[src/hw/bbu_consts.svh]
// register offsets, field positions, reset values and cycle counts
`ifndef BBU_CONSTS_SVH
`define BBU_CONSTS_SVH
`define BBU_ADR_CMD 9'h000
`define BBU_ADR_PC 9'h004
`define BBU_ADR_STATUS_REGISTER 9'h008
`define BBU_ADR_STAT 9'h00c
`define BBU_WIN_BIT 8
`define BBU_CMD_OP_MSB 4
`define BBU_CMD_OP_LSB 0
`define BBU_CMD_BIT_MSB 7
`define BBU_CMD_BIT_LSB 5
`define BBU_CMD_ADR_MSB 12
`define BBU_CMD_ADR_LSB 8
`define BBU_CMD_TWO_WORD 13
`define BBU_CMD_K_MSB 22
`define BBU_CMD_K_LSB 16
`define BBU_FLAG_C 3'h0
`define BBU_FLAG_Z 3'h1
`define BBU_FLAG_N 3'h2
`define BBU_FLAG_V 3'h3
`define BBU_FLAG_S 3'h4
`define BBU_FLAG_H 3'h5
`define BBU_FLAG_T 3'h6
`define BBU_FLAG_I 3'h7
`define BBU_PC_RST 16'h0000
`define BBU_STATUS_REGISTER_RST 8'h00
`define BBU_CYC_ONE 2'h1
`define BBU_CYC_TWO 2'h2
`define BBU_CYC_THREE 2'h3
`endif

[src/hw/bbu_pkg.sv]
// types shared by the branch and bit-operation unit
package bbu_pkg;
	typedef enum logic [4:0]
	{
		op_skip_if_io_bit_one,
		op_branch_flag_set,
		op_branch_flag_clear,
		op_branch_equal,
		op_branch_not_equal,
		op_branch_carry_one,
		op_branch_carry_zero,
		op_branch_same_or_higher,
		op_branch_lower,
		op_branch_minus,
		op_branch_plus,
		op_branch_signed_ge,
		op_branch_signed_lt,
		op_branch_half_carry_one,
		op_branch_half_carry_zero,
		op_branch_transfer_one,
		op_branch_transfer_zero,
		op_branch_overflow_zero,
		op_branch_irq_enabled,
		op_branch_irq_disabled,
		op_io_bit_set_op,
		op_io_bit_clear_op,
		op_shift_left_logical,
		op_shift_right_logical,
		op_rotate_left_carry,
		op_rotate_right_carry,
		op_shift_right_arith,
		op_status_bit_set_op,
		op_status_bit_clear_op,
		op_reg_bit_to_transfer,
		op_transfer_to_reg_bit
	} bbu_op_t;
	typedef enum logic [1:0] {st_idle, st_read, st_exec, st_hold} bbu_state_t;
endpackage

[src/hw/bbu_if.sv]
// interfaces between the unit and its register memory and shifter
`timescale 1ns/100ps
`default_nettype none
interface bbu_mem_if;
	logic [5:0] rd_addr;
	logic [7:0] rd_data;
	logic we;
	logic [5:0] wr_addr;
	logic [7:0] wr_data;
	modport host (output rd_addr, we, wr_addr, wr_data, input rd_data);
	modport mem (input rd_addr, we, wr_addr, wr_data, output rd_data);
endinterface

interface bbu_alu_if;
	bbu_pkg::bbu_op_t op;
	logic [7:0] opnd;
	logic cin;
	logic [7:0] res;
	logic cout;
	logic zero;
	logic neg;
	logic ovf;
	modport host (output op, opnd, cin, input res, cout, zero, neg, ovf);
	modport alu (input op, opnd, cin, output res, cout, zero, neg, ovf);
endinterface
`default_nettype wire

[src/hw/bbu_regmem.sv]
// working and i/o register storage with a registered read port
`timescale 1ns/100ps
`default_nettype none
module bbu_regmem #(parameter int AW = 6, parameter int DW = 8)
(
	input wire logic clk,
	bbu_mem_if.mem port
);
	import bbu_pkg::*;
	logic [DW-1:0] cells [0:(1<<AW)-1];

	always_ff @(posedge clk)
	begin
		if (port.we)
			cells[port.wr_addr] <= port.wr_data;
	end

	always_ff @(posedge clk)
	begin
		port.rd_data <= cells[port.rd_addr];
	end
endmodule
`default_nettype wire

[src/hw/bbu_shift.sv]
// shift and rotate datapath with its result flags
`timescale 1ns/100ps
`default_nettype none
module bbu_shift
(
	bbu_alu_if.alu port
);
	import bbu_pkg::*;

	always_comb
	begin
		port.res = port.opnd;
		port.cout = port.cin;
		case (port.op)
			op_shift_left_logical:
			begin
				port.res = {port.opnd[6:0], 1'b0};
				port.cout = port.opnd[7];
			end
			op_shift_right_logical:
			begin
				port.res = {1'b0, port.opnd[7:1]};
				port.cout = port.opnd[0];
			end
			op_rotate_left_carry:
			begin
				port.res = {port.opnd[6:0], port.cin};
				port.cout = port.opnd[7];
			end
			op_rotate_right_carry:
			begin
				port.res = {port.cin, port.opnd[7:1]};
				port.cout = port.opnd[0];
			end
			op_shift_right_arith:
			begin
				port.res = {port.opnd[7], port.opnd[7:1]};
				port.cout = port.opnd[0];
			end
			default:
			begin
				port.res = port.opnd;
				port.cout = port.cin;
			end
		endcase
		port.zero = (port.res == 8'h00);
		port.neg = port.res[7];
		port.ovf = port.res[7] ^ port.cout;
	end
endmodule
`default_nettype wire

[src/hw/bbu_top.sv]
// branch, skip and bit-operation unit behind a classic wishbone slave
//
// Overview of operation
// - skip next instruction when i/o bit is one
// - generic flag branch tests status bit s
// - equal on zero one, not-equal on zero zero
// - carry branches taken on carry one or zero
// - minus on negative one, plus on zero
// - signed branches compare negative xor overflow
// - half-carry branches test half-carry flag
// - transfer branches test transfer flag, one/two cycles
// - overflow-clear branch changes no flags
// - interrupt-flag branches test i, change nothing
// - i/o bit set/clear keeps others, two cycles
// - logical shifts insert zero, update z c n v
// - rotates move carry in and out
// - arithmetic right shift keeps bit seven
// - status bit set or clear by s
// - bit store copies register bit into t
// - bit load copies t into register bit
//
// Register access over Wishbone and the address map were left to the implementer.
`timescale 1ns/100ps
`default_nettype none
`include "bbu_consts.svh"
module bbu_top
(
	input wire logic CLK_SYS,
	input wire logic ARST_N,
	input wire logic WB_CYC_I,
	input wire logic WB_STB_I,
	input wire logic WB_WE_I,
	input wire logic [3:0] WB_SEL_I,
	input wire logic [8:0] WB_ADR_I,
	input wire logic [31:0] WB_DAT_I,
	output logic [31:0] WB_DAT_O,
	output logic WB_ACK_O,
	output logic BUSY
);
	import bbu_pkg::*;

	bbu_mem_if mem_bus ();
	bbu_alu_if alu_bus ();

	bbu_state_t state;
	bbu_state_t next_state;
	bbu_op_t op;
	logic [2:0] bsel;
	logic [4:0] radr;
	logic two_word;
	logic [6:0] k;
	logic [15:0] pc;
	logic [7:0] status_register;
	logic taken;
	logic [1:0] cyc_used;
	logic [1:0] cyc_left;
	logic pend;
	logic [15:0] next_pc;
	logic [7:0] next_status_register;
	logic [1:0] next_cyc;
	logic next_taken;
	logic is_br;
	logic br_cond;
	logic wr_en;
	logic [7:0] wr_val;
	logic [31:0] next_dat;
	logic [15:0] k_ext;
	logic [7:0] bit_mask;
	logic [7:0] opnd;
	logic io_op;
	logic [5:0] fsm_idx;
	logic bus_ok;
	logic bus_wr;
	logic start;
	logic c;
	logic z;
	logic n;
	logic v;
	logic h;
	logic t;
	logic i;

	bbu_regmem #(.AW(6), .DW(8)) u_mem
	(
		.clk(CLK_SYS),
		.port(mem_bus.mem)
	);

	bbu_shift u_shift
	(
		.port(alu_bus.alu)
	);

	assign c = status_register[`BBU_FLAG_C];
	assign z = status_register[`BBU_FLAG_Z];
	assign n = status_register[`BBU_FLAG_N];
	assign v = status_register[`BBU_FLAG_V];
	assign h = status_register[`BBU_FLAG_H];
	assign t = status_register[`BBU_FLAG_T];
	assign i = status_register[`BBU_FLAG_I];
	assign k_ext = {{9{k[6]}}, k};
	assign bit_mask = 8'h01 << bsel;
	assign opnd = mem_bus.rd_data;
	assign io_op = (op == op_skip_if_io_bit_one) || (op == op_io_bit_set_op)
		|| (op == op_io_bit_clear_op);
	assign fsm_idx = {io_op, radr};

	// accesses to the status address are served while busy so software can poll; all else waits
	assign bus_ok = WB_CYC_I && WB_STB_I && !WB_ACK_O && !pend
		&& (state == st_idle || WB_ADR_I == `BBU_ADR_STAT);
	assign bus_wr = pend && WB_WE_I && WB_SEL_I[0];
	assign start = bus_wr && (WB_ADR_I == `BBU_ADR_CMD);

	assign mem_bus.rd_addr = (state == st_idle) ? WB_ADR_I[7:2] : fsm_idx;
	assign mem_bus.we = (state == st_exec) ? wr_en : (bus_wr && WB_ADR_I[`BBU_WIN_BIT]);
	assign mem_bus.wr_addr = (state == st_exec) ? fsm_idx : WB_ADR_I[7:2];
	assign mem_bus.wr_data = (state == st_exec) ? wr_val : WB_DAT_I[7:0];

	assign alu_bus.op = op;
	assign alu_bus.opnd = opnd;
	assign alu_bus.cin = c;

	always_comb
	begin
		is_br = (op >= op_branch_flag_set) && (op <= op_branch_irq_disabled);
		case (op)
			op_branch_flag_set: br_cond = status_register[bsel];
			op_branch_flag_clear: br_cond = !status_register[bsel];
			op_branch_equal: br_cond = z;
			op_branch_not_equal: br_cond = !z;
			op_branch_carry_one: br_cond = c;
			op_branch_lower: br_cond = c;
			op_branch_carry_zero: br_cond = !c;
			op_branch_same_or_higher: br_cond = !c;
			op_branch_minus: br_cond = n;
			op_branch_plus: br_cond = !n;
			op_branch_signed_ge: br_cond = !(n ^ v);
			op_branch_signed_lt: br_cond = n ^ v;
			op_branch_half_carry_one: br_cond = h;
			op_branch_half_carry_zero: br_cond = !h;
			op_branch_transfer_one: br_cond = t;
			op_branch_transfer_zero: br_cond = !t;
			op_branch_overflow_zero: br_cond = !v;
			op_branch_irq_enabled: br_cond = i;
			op_branch_irq_disabled: br_cond = !i;
			default: br_cond = 1'b0;
		endcase
	end

	always_comb
	begin
		next_pc = pc + 16'h0001;
		next_status_register = status_register;
		next_cyc = `BBU_CYC_ONE;
		next_taken = 1'b0;
		wr_en = 1'b0;
		wr_val = opnd;
		case (op)
			op_skip_if_io_bit_one:
			begin
				if (opnd[bsel])
				begin
					next_taken = 1'b1;
					next_pc = pc + (two_word ? 16'h0003 : 16'h0002);
					next_cyc = two_word ? `BBU_CYC_THREE : `BBU_CYC_TWO;
				end
			end
			op_io_bit_set_op, op_io_bit_clear_op:
			begin
				wr_en = 1'b1;
				wr_val = (op == op_io_bit_set_op) ? (opnd | bit_mask)
					: (opnd & ~bit_mask);
				next_cyc = `BBU_CYC_TWO;
			end
			op_shift_left_logical, op_shift_right_logical, op_rotate_left_carry,
				op_rotate_right_carry, op_shift_right_arith:
			begin
				wr_en = 1'b1;
				wr_val = alu_bus.res;
				next_status_register[`BBU_FLAG_C] = alu_bus.cout;
				next_status_register[`BBU_FLAG_Z] = alu_bus.zero;
				next_status_register[`BBU_FLAG_N] = alu_bus.neg;
				next_status_register[`BBU_FLAG_V] = alu_bus.ovf;
			end
			op_status_bit_set_op: next_status_register[bsel] = 1'b1;
			op_status_bit_clear_op: next_status_register[bsel] = 1'b0;
			op_reg_bit_to_transfer: next_status_register[`BBU_FLAG_T] = opnd[bsel];
			op_transfer_to_reg_bit:
			begin
				wr_en = 1'b1;
				wr_val = t ? (opnd | bit_mask) : (opnd & ~bit_mask);
			end
			default:
			begin
				next_status_register = status_register;
			end
		endcase
		// branches never touch the status register
		if (is_br && br_cond)
		begin
			next_taken = 1'b1;
			next_pc = pc + k_ext + 16'h0001;
			next_cyc = `BBU_CYC_TWO;
		end
	end

	always_comb
	begin
		case (state)
			st_idle: next_state = start ? st_read : st_idle;
			st_read: next_state = st_exec;
			st_exec: next_state = (next_cyc == `BBU_CYC_ONE) ? st_idle : st_hold;
			st_hold: next_state = (cyc_left == 2'h1) ? st_idle : st_hold;
			default: next_state = st_idle;
		endcase
	end

	always_comb
	begin
		next_dat = 32'h0000_0000;
		if (WB_ADR_I[`BBU_WIN_BIT])
			next_dat = {24'h00_0000, mem_bus.rd_data};
		else if (WB_ADR_I == `BBU_ADR_CMD)
			next_dat = {9'h000, k, 2'h0, two_word, radr, bsel, op};
		else if (WB_ADR_I == `BBU_ADR_PC)
			next_dat = {16'h0000, pc};
		else if (WB_ADR_I == `BBU_ADR_STATUS_REGISTER)
			next_dat = {24'h00_0000, status_register};
		else if (WB_ADR_I == `BBU_ADR_STAT)
			next_dat = {28'h000_0000, cyc_used, taken, BUSY};
	end

	always_ff @(posedge CLK_SYS or negedge ARST_N)
	begin
		if (!ARST_N)
		begin
			pend <= 1'b0;
			WB_ACK_O <= 1'b0;
			WB_DAT_O <= 32'h0000_0000;
		end
		else
		begin
			pend <= bus_ok;
			WB_ACK_O <= pend;
			if (pend)
				WB_DAT_O <= next_dat;
		end
	end

	always_ff @(posedge CLK_SYS or negedge ARST_N)
	begin
		if (!ARST_N)
		begin
			state <= st_idle;
			BUSY <= 1'b0;
			cyc_left <= 2'h0;
		end
		else
		begin
			state <= next_state;
			BUSY <= (next_state != st_idle);
			if (state == st_exec)
				cyc_left <= next_cyc - 2'h1;
			else if (state == st_hold)
				cyc_left <= cyc_left - 2'h1;
		end
	end

	always_ff @(posedge CLK_SYS or negedge ARST_N)
	begin
		if (!ARST_N)
		begin
			op <= op_skip_if_io_bit_one;
			bsel <= 3'h0;
			radr <= 5'h00;
			two_word <= 1'b0;
			k <= 7'h00;
		end
		else if (start)
		begin
			op <= bbu_op_t'(WB_DAT_I[`BBU_CMD_OP_MSB:`BBU_CMD_OP_LSB]);
			bsel <= WB_DAT_I[`BBU_CMD_BIT_MSB:`BBU_CMD_BIT_LSB];
			radr <= WB_DAT_I[`BBU_CMD_ADR_MSB:`BBU_CMD_ADR_LSB];
			two_word <= WB_DAT_I[`BBU_CMD_TWO_WORD];
			k <= WB_DAT_I[`BBU_CMD_K_MSB:`BBU_CMD_K_LSB];
		end
	end

	always_ff @(posedge CLK_SYS or negedge ARST_N)
	begin
		if (!ARST_N)
			pc <= `BBU_PC_RST;
		else if (bus_wr && WB_ADR_I == `BBU_ADR_PC)
			pc <= {WB_SEL_I[1] ? WB_DAT_I[15:8] : pc[15:8], WB_DAT_I[7:0]};
		else if (state == st_exec)
			pc <= next_pc;
	end

	always_ff @(posedge CLK_SYS or negedge ARST_N)
	begin
		if (!ARST_N)
			status_register <= `BBU_STATUS_REGISTER_RST;
		else if (bus_wr && WB_ADR_I == `BBU_ADR_STATUS_REGISTER)
			status_register <= WB_DAT_I[7:0];
		else if (state == st_exec)
			status_register <= next_status_register;
	end

	always_ff @(posedge CLK_SYS or negedge ARST_N)
	begin
		if (!ARST_N)
		begin
			taken <= 1'b0;
			cyc_used <= 2'h0;
		end
		else if (state == st_exec)
		begin
			taken <= next_taken;
			cyc_used <= next_cyc;
		end
	end
endmodule
`default_nettype wire

[config.mk]
export PLATFORM = sky130hd
export DESIGN_NAME = bbu_top
export DESIGN_NICKNAME = d
export VERILOG_FILES = /design/src/hw/bbu_pkg.sv /design/src/hw/bbu_if.sv /design/src/hw/bbu_regmem.sv /design/src/hw/bbu_shift.sv /design/src/hw/bbu_top.sv
export VERILOG_INCLUDE_DIRS = /design/src /design/src/hw
export SDC_FILE = /design/constraint.sdc
export NUM_CORES = 1
export LEC_CHECK = 0
export ABC_CLOCK_PERIOD_IN_PS = 6200
export BUFFER_PORTS_ARGS = -buffer_cell sky130_fd_sc_hd__buf_2
export CAP_MARGIN = 20
export CELL_PAD_IN_SITES_DETAIL_PLACEMENT = 1
export CELL_PAD_IN_SITES_GLOBAL_PLACEMENT = 1
export CORE_ASPECT_RATIO = 2
export CORE_UTILIZATION = 43
export CTS_BUF_LIST = sky130_fd_sc_hd__clkbuf_8
export DETAILED_ROUTE_END_ITERATION = 10
export PLACE_DENSITY_LB_ADDON = 0.05
export REMOVE_ABC_BUFFERS = 1
export SKIP_LAST_GASP = 1
export SLEW_MARGIN = 20
export SYNTH_ARGS = -nofsm -noshare
export SYNTH_HDL_FRONTEND = slang
export SYNTH_HIERARCHICAL = 1
export SYNTH_SLANG_ARGS = --single-unit
[constraint.sdc]
create_clock -name CLK_SYS -period 6.2 [get_ports CLK_SYS]
set_clock_uncertainty 0.15 [all_clocks]
set_input_delay 0.62 -clock CLK_SYS [delete_from_list [all_inputs] [get_ports CLK_SYS]]
set_output_delay 0.62 -clock CLK_SYS [all_outputs]
set_load 0.01 [all_outputs]
== Word-level counts from Yosys, hierarchy flattened ==
Memory sizes are Yosys's and may differ from the RTL's. A register that Yosys moved wholly into a read port is not among the register bits.
Index checks and enable logic that the tools add are counted.
Word-level totals
  output and inout port bits: 34
  memories kept: 1
  logic and storage cells: 176
  input bits: 50
  latch bits: 0
  bits in writable memories: 512
  register bits: 87
  ROM bits: 0
Memory list
  u_mem.cells: words 64, width 8, rd ports 1, clocked after Yosys merged registers in 1, wr ports 1, RTL line bbu_regmem.sv:10  | logic [DW-1:0] cells [0:(1<<AW)-1];
Operators by class
  eq/ne operators: 39
  bitwise gates (word level): 8
  order comparisons: 4
  add/sub/neg operators: 6
  reduce and logical (&&, ||, !) cells: 49
  shifts and indexed selects: 1
  multiply operators: 0
  divide/modulo/power cells: 0
  multiplexer cells: 50
Operators by type and width (number)
  2-to-1 mux 16 bit: 6
  == test 5 bit (second input constant): 15
  2-to-1 mux 8 bit: 7
  2-to-1 mux 23 bit: 2
  == test 5 x 4 -> 1 bit (second input constant): 8
  one-hot mux 8 bit (5 select lines): 1
  adder 16 x 1 -> 16 bit (second input constant): 2
  one-hot mux 8 bit (3 select lines): 1
  == test 5 x 3 -> 1 bit (second input constant): 4
  == test 9 x 4 -> 1 bit (second input constant): 2
  one-hot mux 1 bit (17 select lines): 1
  adder 16 bit: 1
  adder 16 x 2 -> 16 bit: 1
  bitwise AND 8 bit: 2
  inverter 8 bit: 2
  OR 8 bit: 2
  logical AND 1 bit: 13
  2-to-1 mux 1 bit: 13
  2-to-1 mux 2 bit: 6
  2-to-1 mux 6 bit: 2
  one-hot mux 4 bit (3 select lines): 1
  logical NOT 1 bit: 11
  == test 5 x 2 -> 1 bit (second input constant): 2
  == test 9 x 3 -> 1 bit (second input constant): 1
  other kinds (31): 51

== Depth between registers and ports, before layout ==
  word-level depth: 10
  mapped depth: 12
  mapped depth without buffers: 11

== Hierarchy ==
The synthesis kept the hierarchy.
By module, submodules not included
  bbu_regmem: instances 1, cells each 940, area each 20166.8 sq um, seq. area each 15534.9 sq um
  bbu_top: instances 1, cells each 687, area each 6030.8 sq um, seq. area each 1951.9 sq um
  bbu_shift: instances 1, cells each 62, area each 424.2 sq um, seq. area each 0.0 sq um

== Least setup slack after synthesis ==
Ideal clock, no wire load.
  kind: register to register
  start point: reg op[1], in the netlist alu_bus.op[1]
  end point: mem u_mem.cells[0][2], data pin
  clock period less this slack: 5.340 ns
  buffers on the path: 2
  setup slack: 0.860 ns
  data required time: 5.348 ns
  cell stages (with the launch flop): 8
  setup time: 0.702 ns
  arrival time: 4.488 ns
  cells stage by stage: dfrtp_1 buf_2 buf_1 or2_2 a211oi_1 a32o_1 a21oi_1 o21ai_0
Between the ends
  cells in the longest elaborated chain, start to end: 4
  elaborated cells between the ends (all ways): 14
  classes of those cells: eq/ne: 8; mux: 4; reduce/logical: 2
RTL lines
  start: declaration: RTL line bbu_top.sv:47  | bbu_op_t op;
  start signal: assignment: RTL line bbu_top.sv:273  | op <= op_skip_if_io_bit_one;
  start signal: assignment: RTL line bbu_top.sv:281  | op <= bbu_op_t'(WB_DAT_I[`BBU_CMD_OP_MSB:`BBU_CMD_OP_LSB]);
  == test 5 bit (on tied branches): RTL line bbu_shift.sv:14, bbu_top.sv:158, bbu_top.sv:171
  one-hot mux 8 bit (5 select lines) (tied with other cells): RTL line bbu_shift.sv:14  | case (port.op)
  one-hot mux 8 bit (3 select lines) *: RTL line bbu_top.sv:158  | case (op)
  2-to-1 mux 8 bit *: RTL line bbu_top.sv:117  | assign mem_bus.wr_data = (state == st_exec) ? wr_val : WB_DAT_I[7:0];
  via mem_bus.wr_data[2]: RTL line bbu_if.sv:9  | logic [7:0] wr_data;
  end: declaration: RTL line bbu_regmem.sv:10
Mark *: on every way through the listed nets, which the timed path passes. The rest lies on a longest branch.

== Final worst setup path ==
  start point: reg op[3], in the netlist alu_bus.op[3]
  end point: mem u_mem.cells[36][4], enable pin
Between the ends
  elaborated cells between the ends (all ways): 17
  classes of those cells: eq/ne: 8; mux: 5; reduce/logical: 4
RTL lines
  == test 5 bit or logical NOT 5 bit (tied branches): RTL line bbu_top.sv:104  | assign io_op = (op == op_skip_if_io_bit_one) || (op == op_io_bit_set_op)
  logical OR 1 bit: RTL line bbu_top.sv:104
  logical OR 1 bit *: RTL line bbu_top.sv:105  | || (op == op_io_bit_clear_op);
  2-to-1 mux 6 bit *: RTL line bbu_top.sv:116  | assign mem_bus.wr_addr = (state == st_exec) ? fsm_idx : WB_ADR_I[7:2];
  via mem_bus.wr_addr[5]: RTL line bbu_if.sv:8  | logic [5:0] wr_addr;
Marks and branches as above.

==> key figures <==
Job
  – MaxCap Viol Count: 0

Global routing
  – Antenna violations before repair: 1
  – Global Route met1 Usage: about a quarter
  – GRT busiest layer: met2
  – Vias in the first global route: ~17000
  – Overflow after GRT: 0
  – Pin count of the biggest net entering global routing: 65
  – Global-route usage over all layers: about a quarter
  – First-pass GRT wire length: around 110 mm
  – Met2 usage: 48.9%
  – Met3 usage: 2.81%

Hold path
  – Hold crit path type: in -> reg

Layout
  – Layout area overhead: 11.5%
  – FILL cells: 6000
  – Layout cell share with drive strength beyond 1: around a quarter
  – Design area: just under 0.03 sq mm
  – Nets: between 1500 and 2000

Clock network
  – Clock slew at reported path FFs: about 0.060 ns
  – Maximum clock insertion buffer count: 3
  – CTS Hold Bufs: 9
  – Clk root buf: clkbuf_8
  – TritonCTS clock tree: done
  – Post-CTS setup buffer count: 0
  – CTS Sinks: between 500 and 600
  – # resized after CTS: 0
  – H-tree levels: 3
  – Clk_lat worst skew: between 0.6 and 0.7 ns
  – CTS Buf Count: 87

Critical path
  – Reg2reg setup slack: 1.77 ns
  – Worst Path Max Fanout: 18
  – Worst Setup Start Kind: flip-flop
  – CP max stage delay: around 0.88 ns
  – Worst-path cell chain: or2_1 -> nor4_2 -> nor2_1 -> o21ai_1 -> nor2b_1 -> nand2b_1 -> nor2_1
  – Most frequent CP cell: nor2_1
  – Slowest-stage cell, CP: o21ai_1
  – Worst Setup End Kind: flip-flop
  – Critical path required time: ~6.3 ns
  – CP arrival: about 4.6 ns
  – Crit Path Class: reg -> reg

Status
  – Status: complete, no violations

Place
  – Post-DP HPWL: about 53 mm
  – Input/output buffers: 63
  – Final Wtd Congestion: just over 0.8
  – DP Area: between 0.02 and 0.03 sq mm

Timing
  – Max Clk Rate: 0.226 GHz
  – Final hold viol count: 0
  – Period utilization: between 70% and 80%
  – Relative slew slack: 24.1%
  – Slew Viols, Final: 0
  – Fin crit period: between 4 and 5 ns
  – Post-Route Setup TNS: 0 ns
  – Final setup violation count: 0
  – Slew @ Worst Pin: around 1.1 ns
  – RSZ-0062 raised after global routing: false

Power and ir drop
  – Total power: roughly 0.012 W
  – Pwr/cell area: between 300 and 400 mW/mm^2
  – Maximum VDD drop: between 0.2 and 0.25 mV
  – Pleak: a little over 10 nW

Synth
  – EDFF count, synth: slightly above 500
  – Post-synth ARST share: 13.0%
  – Synth area leader: edfxtp_1
  – Syn. warnings: 6
  – Synth top area share: 57.8%
  – Mapped Cells: 1689
  – Synth Cell Area: approximately 0.027 sq mm
  – Main flop type after synthesis: edfxtp_1
  – Unique masters post-synth: 87
  – Avg Inst Size Synth: approximately 16 sq um
  – Post-synthesis sequential area ratio: 65.7%
  – Ranking of synthesized cells by area: edfxtp_1, mux4_2, dfrtp_1
  – FF+latch count, synth: ~600

Die
  – Die W: about 180 um
  – Die height: about 350 um
  – Rows: between 100 and 150
  – Die Footprint: roughly 0.063 sq mm
  – Ports: 84
  – Core area: about 0.061 sq mm
  – Starting Density: between 40% and 50%

Drt
  – Drt via density: between 5 and 6
  – Via count: approximately 16000
  – Antenna Nets Post-Route: 0
  – Routed WL per cell: ~29 um
  – Drc violations: 0
  – Final WL: approximately 77 mm
  – DRT iter0 DRCs: 1106
  – Drt first pass iters: 5
==> report_power, final <==
part           total (W)  leakage, nW  switching (W)  internal, W
Sequential       0.00529         5.65       0.000274      0.00502
Clock            0.00314        0.958        0.00151      0.00163
Combinational    0.00325         3.48        0.00212      0.00113
==> final timing paths <==
path / cells after the start / startpoint / endpoint
setup / recovery: 7 / alu_bus.op[3]$_DFFE_PN0P_ / u_mem/cells[36][4]$_DFFE_PP_
max in group asynchronous: 3 / ARST_N / alu_bus.op[2]$_DFFE_PN0P_
hold reg to reg: 1 / WB_ACK_O$_DFF_PN0_ / pend$_DFF_PN0_
hold / removal: 2 / WB_DAT_I[12] / radr[4]$_DFFE_PN0P_
setup reg to reg: 7 / alu_bus.op[3]$_DFFE_PN0P_ / u_mem/cells[36][4]$_DFFE_PP_
min in group asynchronous: 2 / ARST_N / pc[9]$_DFFE_PN0P_
==> cells in the mapped netlist (all sizes together), types with 14 or more instances <==
| cell | instances |
|---|---|
| xnor2 | 19 |
| mux2 | 46 |
| ha | 20 |
| nand2b | 16 |
| nand2 | 86 |
| buf | 60 |
| mux4 | 132 |
| clkbuf | 47 |
| a22oi | 14 |
| dfrtp | 78 |
| mux2i | 59 |
| o22ai | 25 |
| nor3 | 19 |
| inv | 36 |
| o21ai | 49 |
| nor2b | 25 |
| a21oi | 58 |
| a21o | 14 |
| edfxtp | 512 |
| nand3 | 25 |
| nor2 | 147 |
| a211oi | 18 |
==> critical path: cells and delay by family, from the launching register on <==
family             cells  cell delay (ns)
and+or+nand+nor        6             2.40
AOI/OAI and AO/OA      1             0.88
DFF                    1             0.61
==> logic make-up after synthesis <==
| group | Yosys count | share of synthesized area (%) |
|---|---|---|
| compound gates | 273 | 7.05 |
| xor+xnor | 29 | 0.954 |
| fa+ha+maj | 21 | 1.02 |
| buf+inv | 143 | 2.79 |
| flops | 598 | 65.7 |
| mux | 237 | 15.4 |
| other cells | 1 | 0.0141 |
| simple gates | 387 | 7.13 |
==> per-stage QoR <==
| stage | utilization, % | cells | setup WS [ns] | hold slack, ns |
|---|---|---|---|---|
| 2_1_floorplan | - | 1590 | 0.770 | 0.174 |
| 3_3_place_gp | 45.7 | 2489 | 1.87 | 0.276 |
| 3_5_place_dp | 45.7 | 2489 | 1.81 | 0.290 |
| 4_1_cts | 48.6 | 2652 | 1.75 | 0.00244 |
| 5_1_grt | 48.7 | 2653 | 1.54 | 0.0412 |
| 6_report | 48.7 | 2653 | 1.77 | 0.0620 |
==> sequential cells by signal, indices dropped and copies added (netlist names), 2 cells and up, named ones only <==
name                count
u_mem/port.rd_data      8
bsel                    3
cyc_used                2
status_register         5
k                       7
u_mem/cells           512
WB_DAT_O               23
state                   2
alu_bus.op              5
cyc_left                2
radr                    5
pc                     16
==> per-layer routing <==
metal | part of all wire (%) | vias up
met5 | 0 | -
met4 | 5.3 | 0
met1 | 34 | 8283
li1 | - | 6918
met2 | 58 | 363
met3 | 2.9 | 171
==> final cells by class <==
type | instances | area, sq um | share of cell area (%)
diodes | 1 | 2.50 | 0.00843
repair buffers | 128 | 841 | 2.83
well taps | 780 | 976 | 3.29
flip-flops and latches | 598 | 17500 | 58.9
multi-input cells | 956 | 8550 | 28.8
clock inverters | 61 | 418 | 1.41
inverters | 36 | 135 | 0.455
clock buffers | 93 | 1280 | 4.31
==> cells in the final DEF, fill, tap and decap left out, types with 10 or more instances in the layout <==
master / Yosys / final
edfxtp_1: 512 / 512
nor2_1: 147 / 146
mux4_2: 132 / 132
clkbuf_8: 0 / 93
nand2_1: 86 / 86
dfrtp_1: 78 / 78
inv_1: 36 / 63
buf_2: 20 / 62
mux2i_1: 59 / 59
buf_4: 23 / 56
a21oi_1: 55 / 55
mux2_2: 44 / 41
o21ai_0: 42 / 35
o22ai_1: 25 / 25
nor2b_1: 25 / 24
nand3_1: 24 / 24
ha_1: 20 / 20
xnor2_1: 19 / 19
nor3_1: 18 / 18
a211oi_1: 18 / 17
nand2b_1: 16 / 16
a22oi_1: 14 / 14
a21o_1: 14 / 14
and3_1: 13 / 13
clkinv_1: 0 / 13
a222oi_1: 11 / 11
a221oi_1: 10 / 10
xor2_1: 10 / 10
nand4_1: 10 / 10
o221ai_1: 10 / 10
clkinv_2: 0 / 10
Power figures use the tool's default switching activity.
